### src/logic/sgs_defs.svh
// Register offsets, field positions, reset values and timing counts of the gain switch selector
`ifndef SGS_DEFS_SVH
`define SGS_DEFS_SVH

`define SGS_OFF_VEL_MODE 8'h00
`define SGS_OFF_VEL_DELAY 8'h04
`define SGS_OFF_VEL_LEVEL 8'h08
`define SGS_OFF_VEL_HYST 8'h0C
`define SGS_OFF_TRQ_MODE 8'h10
`define SGS_OFF_TRQ_DELAY 8'h14
`define SGS_OFF_TRQ_LEVEL 8'h18
`define SGS_OFF_TRQ_HYST 8'h1C
`define SGS_OFF_CTRL 8'h20
`define SGS_OFF_STATUS 8'h24
`define SGS_OFF_VEL_HEFF 8'h28
`define SGS_OFF_TRQ_HEFF 8'h2C

`define SGS_RST_MODE 3'h0
`define SGS_RST_VALUE 16'h0000
`define SGS_RST_ASSIGNED 1'b0

`define SGS_VEL_MODE_MAX 3'h5
`define SGS_TRQ_MODE_MAX 3'h3
`define SGS_DELAY_MAX 16'h2710
`define SGS_LEVEL_MAX 16'h4E20

`define SGS_CTRL_ASSIGNED_BIT 0
`define SGS_ST_VEL_BIT 0
`define SGS_ST_TRQ_BIT 1
`define SGS_ST_ACTIVE_BIT 2
`define SGS_ST_INPUT_BIT 3
`define SGS_ST_METHOD_LSB 4

`define SGS_CLK_PERIOD_NS 25
`define SGS_TICK_TIME_NS 100000
`define SGS_TICK_CYCLES (`SGS_TICK_TIME_NS / `SGS_CLK_PERIOD_NS)

`endif

### src/logic/sgs_pkg.sv
// Types shared by the gain switch selector modules
package sgs_pkg;

  // Active control method reported by the drive
  typedef enum logic [1:0] {
    SGS_METHOD_POSITION,
    SGS_METHOD_VELOCITY,
    SGS_METHOD_TORQUE,
    SGS_METHOD_OTHER
  } sgs_method_e;

  // How one loop chooses its gain set
  typedef enum logic [1:0] {
    SGS_KIND_FIRST,
    SGS_KIND_SECOND,
    SGS_KIND_INPUT,
    SGS_KIND_COMPARE
  } sgs_kind_e;

endpackage : sgs_pkg

### src/logic/sgs_eval_if.sv
// Settings and result passed between the selector top and one loop evaluator
`timescale 1ns/10ps
interface sgs_eval_if;
  import sgs_pkg::*;
  logic enable;
  sgs_kind_e kind;
  logic sel_in;
  logic [15:0] mag;
  logic [15:0] level;
  logic [15:0] hyst;
  logic [15:0] delay;
  logic second;

  modport top
  (
    output enable,
    output kind,
    output sel_in,
    output mag,
    output level,
    output hyst,
    output delay,
    input second
  );

  modport eval
  (
    input enable,
    input kind,
    input sel_in,
    input mag,
    input level,
    input hyst,
    input delay,
    output second
  );
endinterface : sgs_eval_if

### src/logic/sgs_tick_gen.sv
// Periodic control tick generator
`timescale 1ns/10ps
module sgs_tick_gen
#(
  parameter int CYCLES = 4000
)
(
  input wire logic pclk,
  input wire logic presetn,
  output logic tick
);
  logic [15:0] cnt_r;

  // Count one tick period and pulse at its end
  always_ff @(posedge pclk or negedge presetn)
  begin
    if (!presetn)
    begin
      cnt_r <= 16'h0000;
      tick <= 1'b0;
    end
    else if (cnt_r == 16'(CYCLES - 1))
    begin
      cnt_r <= 16'h0000;
      tick <= 1'b1;
    end
    else
    begin
      cnt_r <= cnt_r + 16'h0001;
      tick <= 1'b0;
    end
  end
endmodule : sgs_tick_gen

### src/logic/sgs_switch_eval.sv
// One loop's gain set decision: fixed, input driven or level compare with return delay
`timescale 1ns/10ps
module sgs_switch_eval
(
  input wire logic pclk,
  input wire logic presetn,
  input wire logic tick,
  sgs_eval_if.eval ev
);
  import sgs_pkg::*;

  logic second_r;
  logic [15:0] cnt_r;
  logic [16:0] upper;
  logic [16:0] lower;
  logic [16:0] mag_w;

  // Thresholds; hysteresis arrives already limited to the level
  assign upper = {1'b0, ev.level} + {1'b0, ev.hyst};
  assign lower = {1'b0, ev.level} - {1'b0, ev.hyst};
  assign mag_w = {1'b0, ev.mag};
  assign ev.second = second_r;

  // Decision and delay count, evaluated once per control tick
  always_ff @(posedge pclk or negedge presetn)
  begin
    if (!presetn)
    begin
      second_r <= 1'b0;
      cnt_r <= 16'h0000;
    end
    else if (tick)
    begin
      if (!ev.enable)
      begin
        second_r <= 1'b0; // RULE_07 RULE_10
        cnt_r <= 16'h0000;
      end
      else
      begin
        case (ev.kind)
          SGS_KIND_FIRST:
          begin
            second_r <= 1'b0; // RULE_02
            cnt_r <= 16'h0000;
          end
          SGS_KIND_SECOND:
          begin
            second_r <= 1'b1; // RULE_02
            cnt_r <= 16'h0000;
          end
          SGS_KIND_INPUT:
          begin
            second_r <= ev.sel_in; // RULE_03 RULE_17
            cnt_r <= 16'h0000;
          end
          SGS_KIND_COMPARE:
          begin
            if (!second_r)
            begin
              second_r <= (mag_w > upper); // RULE_05 RULE_08
              cnt_r <= 16'h0000;
            end
            else if (mag_w < lower)
            begin
              if (cnt_r >= ev.delay)
              begin
                second_r <= 1'b0; // RULE_06 RULE_09 RULE_11 RULE_18
                cnt_r <= 16'h0000;
              end
              else
              begin
                cnt_r <= cnt_r + 16'h0001; // RULE_20
              end
            end
            else
            begin
              cnt_r <= 16'h0000; // RULE_20
            end
          end
          default:
          begin
            second_r <= 1'b0;
            cnt_r <= 16'h0000;
          end
        endcase
      end
    end
  end
endmodule : sgs_switch_eval

### src/logic/sgs_gain_switch_selector.sv
// Gain switch selector top: APB registers, input sync, mode decode and the two loop evaluators
//
// Contract
// RULE_01 - Velocity mode 0..5, default 0, velocity only
// RULE_02 - Setting 0 fixes first, 1 fixes second
// RULE_03 - Mode 2: open first, common return second
// RULE_04 - Mode 2 unassigned input keeps first set
// RULE_05 - Mode 3: torque above level+hysteresis goes second
// RULE_06 - Mode 3: below level-hysteresis for delay returns
// RULE_07 - Torque compare acts only under velocity control
// RULE_08 - Mode 4: command change above threshold goes second
// RULE_09 - Mode 4: below lower threshold for delay returns
// RULE_10 - Command change mode forces first outside velocity
// RULE_11 - Velocity delay 0..10000 ticks, default 0
// RULE_12 - Velocity level 0..20000, default 0
// RULE_13 - Velocity hysteresis 0..20000, default 0
// RULE_14 - Hysteresis above level is limited to level
// RULE_15 - Software should keep level at least hysteresis
// RULE_16 - Torque mode 0..3, default 0, torque only
// RULE_17 - Input closed selects second in either method
// RULE_18 - Torque delay 0..10000 ticks, default 0
// RULE_19 - Torque level, hysteresis 0..20000, default 0
// RULE_20 - Evaluate per 0.1 ms tick, restart delay
// RULE_21 - Unlisted mode value keeps first set
`timescale 1ns/10ps
`include "sgs_defs.svh"
module sgs_gain_switch_selector
#(
  parameter int TICK_CYCLES = `SGS_TICK_CYCLES
)
(
  input wire logic pclk,
  input wire logic presetn,
  input wire logic [7:0] paddr,
  input wire logic psel,
  input wire logic penable,
  input wire logic pwrite,
  input wire logic [31:0] pwdata,
  output logic [31:0] prdata,
  output logic pready,
  output logic pslverr,
  input wire logic gain_sel_closed,
  input wire sgs_pkg::sgs_method_e ctrl_method,
  input wire logic signed [15:0] torque_cmd,
  input wire logic signed [15:0] speed_cmd_rate,
  input wire logic signed [15:0] motor_speed,
  output logic vel_gain_second,
  output logic trq_gain_second,
  output logic gain_second
);
  import sgs_pkg::*;

  logic [2:0] vel_mode_r;
  logic [15:0] vel_delay_r;
  logic [15:0] vel_level_r;
  logic [15:0] vel_hyst_r;
  logic [2:0] trq_mode_r;
  logic [15:0] trq_delay_r;
  logic [15:0] trq_level_r;
  logic [15:0] trq_hyst_r;
  logic assigned_r;
  logic sync1_r;
  logic sync2_r;
  logic [15:0] vel_heff;
  logic [15:0] trq_heff;
  logic tick;
  logic wr_en;
  logic rd_setup;
  logic mapped;
  logic [31:0] rd_val;
  logic [15:0] wval;
  sgs_eval_if vel_if ();
  sgs_eval_if trq_if ();

  // Magnitude of a signed command; the most negative value maps to 16'h8000
  function automatic logic [15:0] sgs_abs(input logic signed [15:0] v);
    sgs_abs = v[15] ? 16'(-v) : 16'(v);
  endfunction : sgs_abs

  // Limit a written value to its top of range
  function automatic logic [15:0] sgs_clip(input logic [15:0] v, input logic [15:0] max);
    sgs_clip = (v > max) ? max : v;
  endfunction : sgs_clip

  // Mode value to decision kind; values beyond the loop's range fall back to first set
  function automatic sgs_kind_e sgs_kind(input logic [2:0] mode, input logic [2:0] max);
    if (mode > max)
      sgs_kind = SGS_KIND_FIRST; // RULE_21
    else if (mode == 3'h0)
      sgs_kind = SGS_KIND_FIRST;
    else if (mode == 3'h1)
      sgs_kind = SGS_KIND_SECOND;
    else if (mode == 3'h2)
      sgs_kind = SGS_KIND_INPUT;
    else
      sgs_kind = SGS_KIND_COMPARE;
  endfunction : sgs_kind

  // APB strobes: write commits in the access cycle that sees pready high
  assign wr_en = psel & penable & pready & pwrite;
  assign rd_setup = psel & ~penable;
  assign wval = pwdata[15:0];

  // Two flip-flop synchroniser for the gain-select pin
  always_ff @(posedge pclk or negedge presetn)
  begin
    if (!presetn)
    begin
      sync1_r <= 1'b0;
      sync2_r <= 1'b0;
    end
    else
    begin
      sync1_r <= gain_sel_closed;
      sync2_r <= sync1_r;
    end
  end

  // Velocity loop settings
  always_ff @(posedge pclk or negedge presetn)
  begin
    if (!presetn)
    begin
      vel_mode_r <= `SGS_RST_MODE; // RULE_01
      vel_delay_r <= `SGS_RST_VALUE; // RULE_11
      vel_level_r <= `SGS_RST_VALUE; // RULE_12
      vel_hyst_r <= `SGS_RST_VALUE; // RULE_13
    end
    else if (wr_en)
    begin
      case (paddr)
        `SGS_OFF_VEL_MODE: vel_mode_r <= pwdata[2:0]; // RULE_01
        `SGS_OFF_VEL_DELAY: vel_delay_r <= sgs_clip(wval, `SGS_DELAY_MAX); // RULE_11
        `SGS_OFF_VEL_LEVEL: vel_level_r <= sgs_clip(wval, `SGS_LEVEL_MAX); // RULE_12
        `SGS_OFF_VEL_HYST: vel_hyst_r <= sgs_clip(wval, `SGS_LEVEL_MAX); // RULE_13
        default:
        begin
        end
      endcase
    end
  end

  // Torque loop settings
  always_ff @(posedge pclk or negedge presetn)
  begin
    if (!presetn)
    begin
      trq_mode_r <= `SGS_RST_MODE; // RULE_16
      trq_delay_r <= `SGS_RST_VALUE; // RULE_18
      trq_level_r <= `SGS_RST_VALUE; // RULE_19
      trq_hyst_r <= `SGS_RST_VALUE; // RULE_19
    end
    else if (wr_en)
    begin
      case (paddr)
        `SGS_OFF_TRQ_MODE: trq_mode_r <= pwdata[2:0]; // RULE_16
        `SGS_OFF_TRQ_DELAY: trq_delay_r <= sgs_clip(wval, `SGS_DELAY_MAX); // RULE_18
        `SGS_OFF_TRQ_LEVEL: trq_level_r <= sgs_clip(wval, `SGS_LEVEL_MAX); // RULE_19
        `SGS_OFF_TRQ_HYST: trq_hyst_r <= sgs_clip(wval, `SGS_LEVEL_MAX); // RULE_19
        default:
        begin
        end
      endcase
    end
  end

  // Control register: whether a pin is allocated to the gain-select function
  always_ff @(posedge pclk or negedge presetn)
  begin
    if (!presetn)
      assigned_r <= `SGS_RST_ASSIGNED;
    else if (wr_en && paddr == `SGS_OFF_CTRL)
      assigned_r <= pwdata[`SGS_CTRL_ASSIGNED_BIT];
  end

  // Effective hysteresis never exceeds the level
  assign vel_heff = (vel_level_r < vel_hyst_r) ? vel_level_r : vel_hyst_r; // RULE_14 RULE_15
  assign trq_heff = (trq_level_r < trq_hyst_r) ? trq_level_r : trq_hyst_r; // RULE_14 RULE_15

  // Velocity evaluator drive; compare source depends on the mode
  assign vel_if.enable = (ctrl_method == SGS_METHOD_VELOCITY); // RULE_01 RULE_07 RULE_10
  assign vel_if.kind = sgs_kind(vel_mode_r, `SGS_VEL_MODE_MAX); // RULE_01 RULE_21
  assign vel_if.sel_in = assigned_r & sync2_r; // RULE_03 RULE_04
  assign vel_if.level = vel_level_r; // RULE_12
  assign vel_if.hyst = vel_heff; // RULE_13
  assign vel_if.delay = vel_delay_r; // RULE_11

  // Velocity compare magnitude: torque, command change or actual speed
  always_comb
  begin
    case (vel_mode_r)
      3'h3: vel_if.mag = sgs_abs(torque_cmd); // RULE_05
      3'h4: vel_if.mag = sgs_abs(speed_cmd_rate); // RULE_08
      3'h5: vel_if.mag = sgs_abs(motor_speed);
      default: vel_if.mag = 16'h0000;
    endcase
  end

  // Torque evaluator drive; only the torque command is compared
  assign trq_if.enable = (ctrl_method == SGS_METHOD_TORQUE); // RULE_16
  assign trq_if.kind = sgs_kind(trq_mode_r, `SGS_TRQ_MODE_MAX); // RULE_16 RULE_21
  assign trq_if.sel_in = assigned_r & sync2_r; // RULE_04 RULE_17
  assign trq_if.mag = sgs_abs(torque_cmd); // RULE_05
  assign trq_if.level = trq_level_r; // RULE_19
  assign trq_if.hyst = trq_heff; // RULE_19
  assign trq_if.delay = trq_delay_r; // RULE_18

  // Control tick source
  sgs_tick_gen #(
    .CYCLES(TICK_CYCLES)
  ) u_tick (
    .pclk(pclk),
    .presetn(presetn),
    .tick(tick) // RULE_20
  );

  // Velocity loop decision
  sgs_switch_eval u_vel (
    .pclk(pclk),
    .presetn(presetn),
    .tick(tick),
    .ev(vel_if)
  );

  // Torque loop decision
  sgs_switch_eval u_trq (
    .pclk(pclk),
    .presetn(presetn),
    .tick(tick),
    .ev(trq_if)
  );

  // Registered gain outputs; the active one follows the control method
  always_ff @(posedge pclk or negedge presetn)
  begin
    if (!presetn)
    begin
      vel_gain_second <= 1'b0;
      trq_gain_second <= 1'b0;
      gain_second <= 1'b0;
    end
    else
    begin
      vel_gain_second <= vel_if.second;
      trq_gain_second <= trq_if.second;
      if (ctrl_method == SGS_METHOD_VELOCITY)
        gain_second <= vel_if.second;
      else if (ctrl_method == SGS_METHOD_TORQUE)
        gain_second <= trq_if.second;
      else
        gain_second <= 1'b0;
    end
  end

  // Read mux and address decode
  always_comb
  begin
    rd_val = 32'h0000_0000;
    mapped = 1'b1;
    case (paddr)
      `SGS_OFF_VEL_MODE: rd_val[2:0] = vel_mode_r;
      `SGS_OFF_VEL_DELAY: rd_val[15:0] = vel_delay_r;
      `SGS_OFF_VEL_LEVEL: rd_val[15:0] = vel_level_r;
      `SGS_OFF_VEL_HYST: rd_val[15:0] = vel_hyst_r;
      `SGS_OFF_TRQ_MODE: rd_val[2:0] = trq_mode_r;
      `SGS_OFF_TRQ_DELAY: rd_val[15:0] = trq_delay_r;
      `SGS_OFF_TRQ_LEVEL: rd_val[15:0] = trq_level_r;
      `SGS_OFF_TRQ_HYST: rd_val[15:0] = trq_hyst_r;
      `SGS_OFF_CTRL: rd_val[`SGS_CTRL_ASSIGNED_BIT] = assigned_r;
      `SGS_OFF_STATUS:
      begin
        rd_val[`SGS_ST_VEL_BIT] = vel_gain_second;
        rd_val[`SGS_ST_TRQ_BIT] = trq_gain_second;
        rd_val[`SGS_ST_ACTIVE_BIT] = gain_second;
        rd_val[`SGS_ST_INPUT_BIT] = sync2_r;
        rd_val[`SGS_ST_METHOD_LSB +: 2] = ctrl_method;
      end
      `SGS_OFF_VEL_HEFF: rd_val[15:0] = vel_heff;
      `SGS_OFF_TRQ_HEFF: rd_val[15:0] = trq_heff;
      default: mapped = 1'b0;
    endcase
  end

  // APB answer: data and error captured in setup, pready high for one access cycle
  always_ff @(posedge pclk or negedge presetn)
  begin
    if (!presetn)
    begin
      prdata <= 32'h0000_0000;
      pready <= 1'b0;
      pslverr <= 1'b0;
    end
    else
    begin
      pready <= rd_setup;
      if (rd_setup)
      begin
        prdata <= pwrite ? 32'h0000_0000 : rd_val;
        pslverr <= ~mapped;
      end
      else
      begin
        pslverr <= 1'b0;
      end
    end
  end
endmodule : sgs_gain_switch_selector

### config.mk
export PLATFORM = sky130hd
export DESIGN_NAME = sgs_gain_switch_selector
export DESIGN_NICKNAME = d
export VERILOG_FILES = /design/src/logic/sgs_pkg.sv /design/src/logic/sgs_eval_if.sv /design/src/logic/sgs_tick_gen.sv /design/src/logic/sgs_switch_eval.sv /design/src/logic/sgs_gain_switch_selector.sv
export VERILOG_INCLUDE_DIRS = /design/src /design/src/logic
export SDC_FILE = /design/constraint.sdc
export NUM_CORES = 1
export LEC_CHECK = 0
export BUFFER_PORTS_ARGS = -buffer_cell sky130_fd_sc_hd__buf_2
export CORE_MARGIN = 8
export CORE_UTILIZATION = 55
export DETAILED_ROUTE_END_ITERATION = 8
export PLACE_DENSITY = 0.74
export SLEW_MARGIN = 10
export SYNTH_ARGS = -nofsm -noshare
export SYNTH_HDL_FRONTEND = slang
export SYNTH_HIERARCHICAL = 1
export SYNTH_SLANG_ARGS = --single-unit
### constraint.sdc
create_clock -name pclk -period 6.4 [get_ports pclk]
set_clock_uncertainty 0.15 [all_clocks]
set_input_delay 1.6 -clock pclk [delete_from_list [all_inputs] [get_ports pclk]]
set_output_delay 1.6 -clock pclk [all_outputs]
set_load 0.02 [all_outputs]
==> impl_metrics.csv <==
group,metric,value,unit
outcome,outcome,"finished clean",
hold_path,hold_class,"flip-flop to flip-flop",
synth,yosys.area_share.xor_xnor,4.97,%
synth,synth.distinct_cells,106,
worst_setup_path,cp-endpoint,"u_trq/ev.second$_DFFE_PN0P_",
final_layout,drive_gt1_share,17.9,%
synth,ys_seq_elements,177,
sta,fmax,160,MHz
synth,ys.flop_type,"dfrtp_1",
sta,min_period,6230,ps
synth,seq_area_frac_synth,25.4,%
sta,slew_headroom,16.5,%
sta,slew_viol_final,0,
routing,wirelength,56700,um
sta,hold_violations,0,
worst_setup_path,crit_start,"trq_hyst_r[10]$_DFFE_PN0P_",
routing,vias,16670,
synth,synth_mux_area_share,7.16,%
die,start_util,55.6,%
routing,drc,0,
die,fp.dieH,194,um
power,switchingPower,0.000702,W
grt,grt-ovfl-total,0,
grt,grt_pass1_vias,16151,
synth,async_flop_share,100,%
routing,drtPass1Iterations,9,
final_layout,design_area,19500,um^2
power,clockPowerShare,41.9,%
worst_setup_path,cp.required,6590,ps
power,p_leak,8.76,nW
synth,synth-edff-count,0,
place,dp_hpwl,44100,um
worst_setup_path,r2r-end,"u_trq/ev.second$_DFFE_PN0P_",
power,p_comb_share,14.8,%
power,power_density,133,nW/um^2
worst_setup_path,timing.rr.start,"trq_hyst_r[10]$_DFFE_PN0P_",
worst_setup_path,ff2ff_setup_slack,170,ps
grt,antenna_found_initial,1,
synth,synth_top_family_by_area,"compound AO/OA/AOI/OAI gates",
die,dieArea,37700,um^2
clock_network,cts-root-buf,"clkbuf_16",
worst_setup_path,critPathMaxFanout,7,
grt,grt_usage,29.1,%
die,pin_count,133,
clock_network,clk_latency,440,ps
sta,finalCritPeriodShare,97.4,%
sta,tightest_slew,1250,ps
clock_network,cts_tree,"done",
worst_setup_path,startpoint_type,"flip-flop",
final_layout,nets,2509,
final_layout,syn2layout_area_growth,11.7,%
grt,grt_pass1_wl,88700,um
synth,syn_area,17400,um^2
die,std_cell_rows,65,
power,max-vdd-ir-drop,0.197,mV
place,port_buffers,100,
power,seqPwrFrac,43.3,%
synth,yosysWarnings,6,
synth,synth-compound-area-share,22.1,%
final_layout,diodes,0,
clock_network,cts.sinks,177,
worst_setup_path,r2r_cells,27,
clock_network,cts_buffers,17,
clock_network,cts.path.max_buffers,2,
run,maxCapViolations,0,
synth,synth_adder_area_share,14.4,%
grt,grt_max_degree,88,
power,total_power,0.00260,W
synth,synth.avg_cell_area,8.34,um^2
place,place_congestion,0.991,
sta,setup_viol,0,
routing,wire_per_inst,21.5,um
worst_setup_path,critical_path_arrival,6420,ps
power,p_sw_share,27.0,%
die,fp.dieW,194,um
place,post_dp_cell_area,18600,um^2
synth,postSynthCellCount,2093,
power,p_int,0.00190,W
worst_setup_path,crit_type,"flip-flop to flip-flop",
routing,ant_nets,0,
routing,viasPerCell,6.34,
synth,yosys.area_share.simple,18.8,%
die,fp.coreArea,31400,um^2
worst_setup_path,critPathCaptureType,"flip-flop",
clock_network,cts.htree.levels,4,
routing,drtIter0Drc,1472,
clock_network,clk_pin_slew_worst_paths,70,ps
-- through the flow --
| step | util, % | instances | setup TNS [ps] | hold slack [ps] | worst slack (ps) |
|---|---|---|---|---|---|
| after floorplan | - | 2108 | 0 | 181 | 563 |
| after global placement | 59.4 | 2591 | -147 | 184 | -38.4 |
| after detailed placement | 59.4 | 2591 | -2000 | 193 | -220 |
| after CTS | 61.5 | 2627 | 0 | 208 | 14.0 |
| after global routing | 62.1 | 2630 | -543 | 227 | -134 |
| final | 62.1 | 2630 | 0 | 207 | 167 |
-- critical path, stage by stage (launching register included) --
cell       delay [ps]
dfrtp_1           460
inv_1              90
ha_1              300
and2_1            170
a221oi_2          250
o211ai_1          180
a2111oi_4         470
buf_4             180
buf_2             130
nand2_1            50
o21ai_0           120
inv_1              80
ha_1              320
buf_4             150
nor2_1             50
a21oi_1           160
o41ai_1            90
buf_4             150
a2111o_1          390
a311o_1           350
nor4_1            300
a311oi_2          110
ha_1              350
and4_1            170
a41oi_1           270
o21ai_0           130
o21ai_0           240
nor4b_1           260
-- layer usage --
metal / GRT usage [%] / up-vias / part of all wire, %
met1: 37.6 / 7978 / 42
li1: - / 7780 / -
met5: 0 / - / 0.018
met4: 12.7 / 2 / 4.3
met2: 47.1 / 750 / 45
met3: 5.19 / 160 / 7.9
-- synth_stat cells, types with 17 or more instances --
cell / instances / share of area, %
buf_2: 29 / 0.83
nand2b_1: 27 / 0.97
nand4_1: 18 / 0.65
a21o_1: 26 / 1.1
ha_1: 194 / 14
dfrtp_1: 177 / 25
nor4_1: 28 / 1.0
nor2_1: 129 / 2.8
inv_1: 183 / 3.9
a21oi_1: 132 / 3.8
nor2b_1: 30 / 1.1
xnor2_1: 66 / 3.3
mux2_2: 93 / 6.0
xor2_1: 33 / 1.7
clkbuf_1: 49 / 1.1
o31ai_1: 17 / 0.73
nand2_1: 209 / 4.5
nor3_1: 54 / 1.5
a221oi_1: 27 / 1.4
a31oi_1: 37 / 1.3
o21ai_0: 124 / 3.6
nand3_1: 60 / 1.7
buf_4: 19 / 0.82
-- power by group through the flow --
stage	logic, W	clock network (W)	registers (W)
global route	0.000417	0.00115	0.00113
detailed placement	0.000368	0	0.00115
finish	0.000384	0.00109	0.00113
global placement	0.000360	0	0.00115
CTS	0.000371	0.00111	0.00113
floorplan	0.000218	0	0.00115
-- worst min-delay path by stage --
| stage | from | to | slack (ps) | cells past startpoint |
|---|---|---|---|---|
| 6_report | sync1_r$_DFF_PN0_ | sync2_r$_DFF_PN0_ | 210 | 0 |
| 5_1_grt | sync1_r$_DFF_PN0_ | sync2_r$_DFF_PN0_ | 230 | 0 |
| 4_1_cts | sync1_r$_DFF_PN0_ | sync2_r$_DFF_PN0_ | 210 | 0 |
| 3_5_place_dp | sync1_r$_DFF_PN0_ | sync2_r$_DFF_PN0_ | 190 | 0 |
| 3_3_place_gp | sync1_r$_DFF_PN0_ | sync2_r$_DFF_PN0_ | 180 | 0 |
| 2_1_floorplan | sync1_r$_DFF_PN0_ | sync2_r$_DFF_PN0_ | 180 | 0 |
-- cells by family (layout without fill, tap and decap cells) --
logic type | count (synthesis) | in the layout
and+or+nand+nor | 659 | 659
AOI/OAI and AO/OA | 557 | 557
buffers and inverters | 293 | 413
adders and majority gates | 198 | 198
DFF | 177 | 177
muxes | 109 | 109
xor gates and xnor gates | 99 | 99
other | 1 | 16
-- timing repair --
action / CTS / global route
setup buffers: 4 / 2
endpoints found under the setup margin: 17 / 29
hold buffers: 0 / 0
resized for setup: 2 / 28
gates cloned: 0 / 1
pin swaps: 3 / 9
-- final cells by class --
cell class	instances	area [um^2]
Clock buffer	22	474
Timing Repair Buffer	196	1270
Multi-Input combinational cell	1638	12000
Fill cell	2702	11900
Inverter	185	694
Tap cell	402	503
Clock inverter	10	133
Sequential cell	177	4430
-- layout by cell type (no fill, tap or decap), types with 66 or more instances in the layout --
| master | instances |
|---|---|
| nand2_1 | 209 |
| ha_1 | 194 |
| inv_1 | 183 |
| dfrtp_1 | 176 |
| a21oi_1 | 131 |
| nor2_1 | 128 |
| o21ai_0 | 122 |
| buf_2 | 100 |
| mux2_2 | 93 |
| buf_4 | 90 |
| xnor2_1 | 66 |
(Power assumes the default switching activity.)
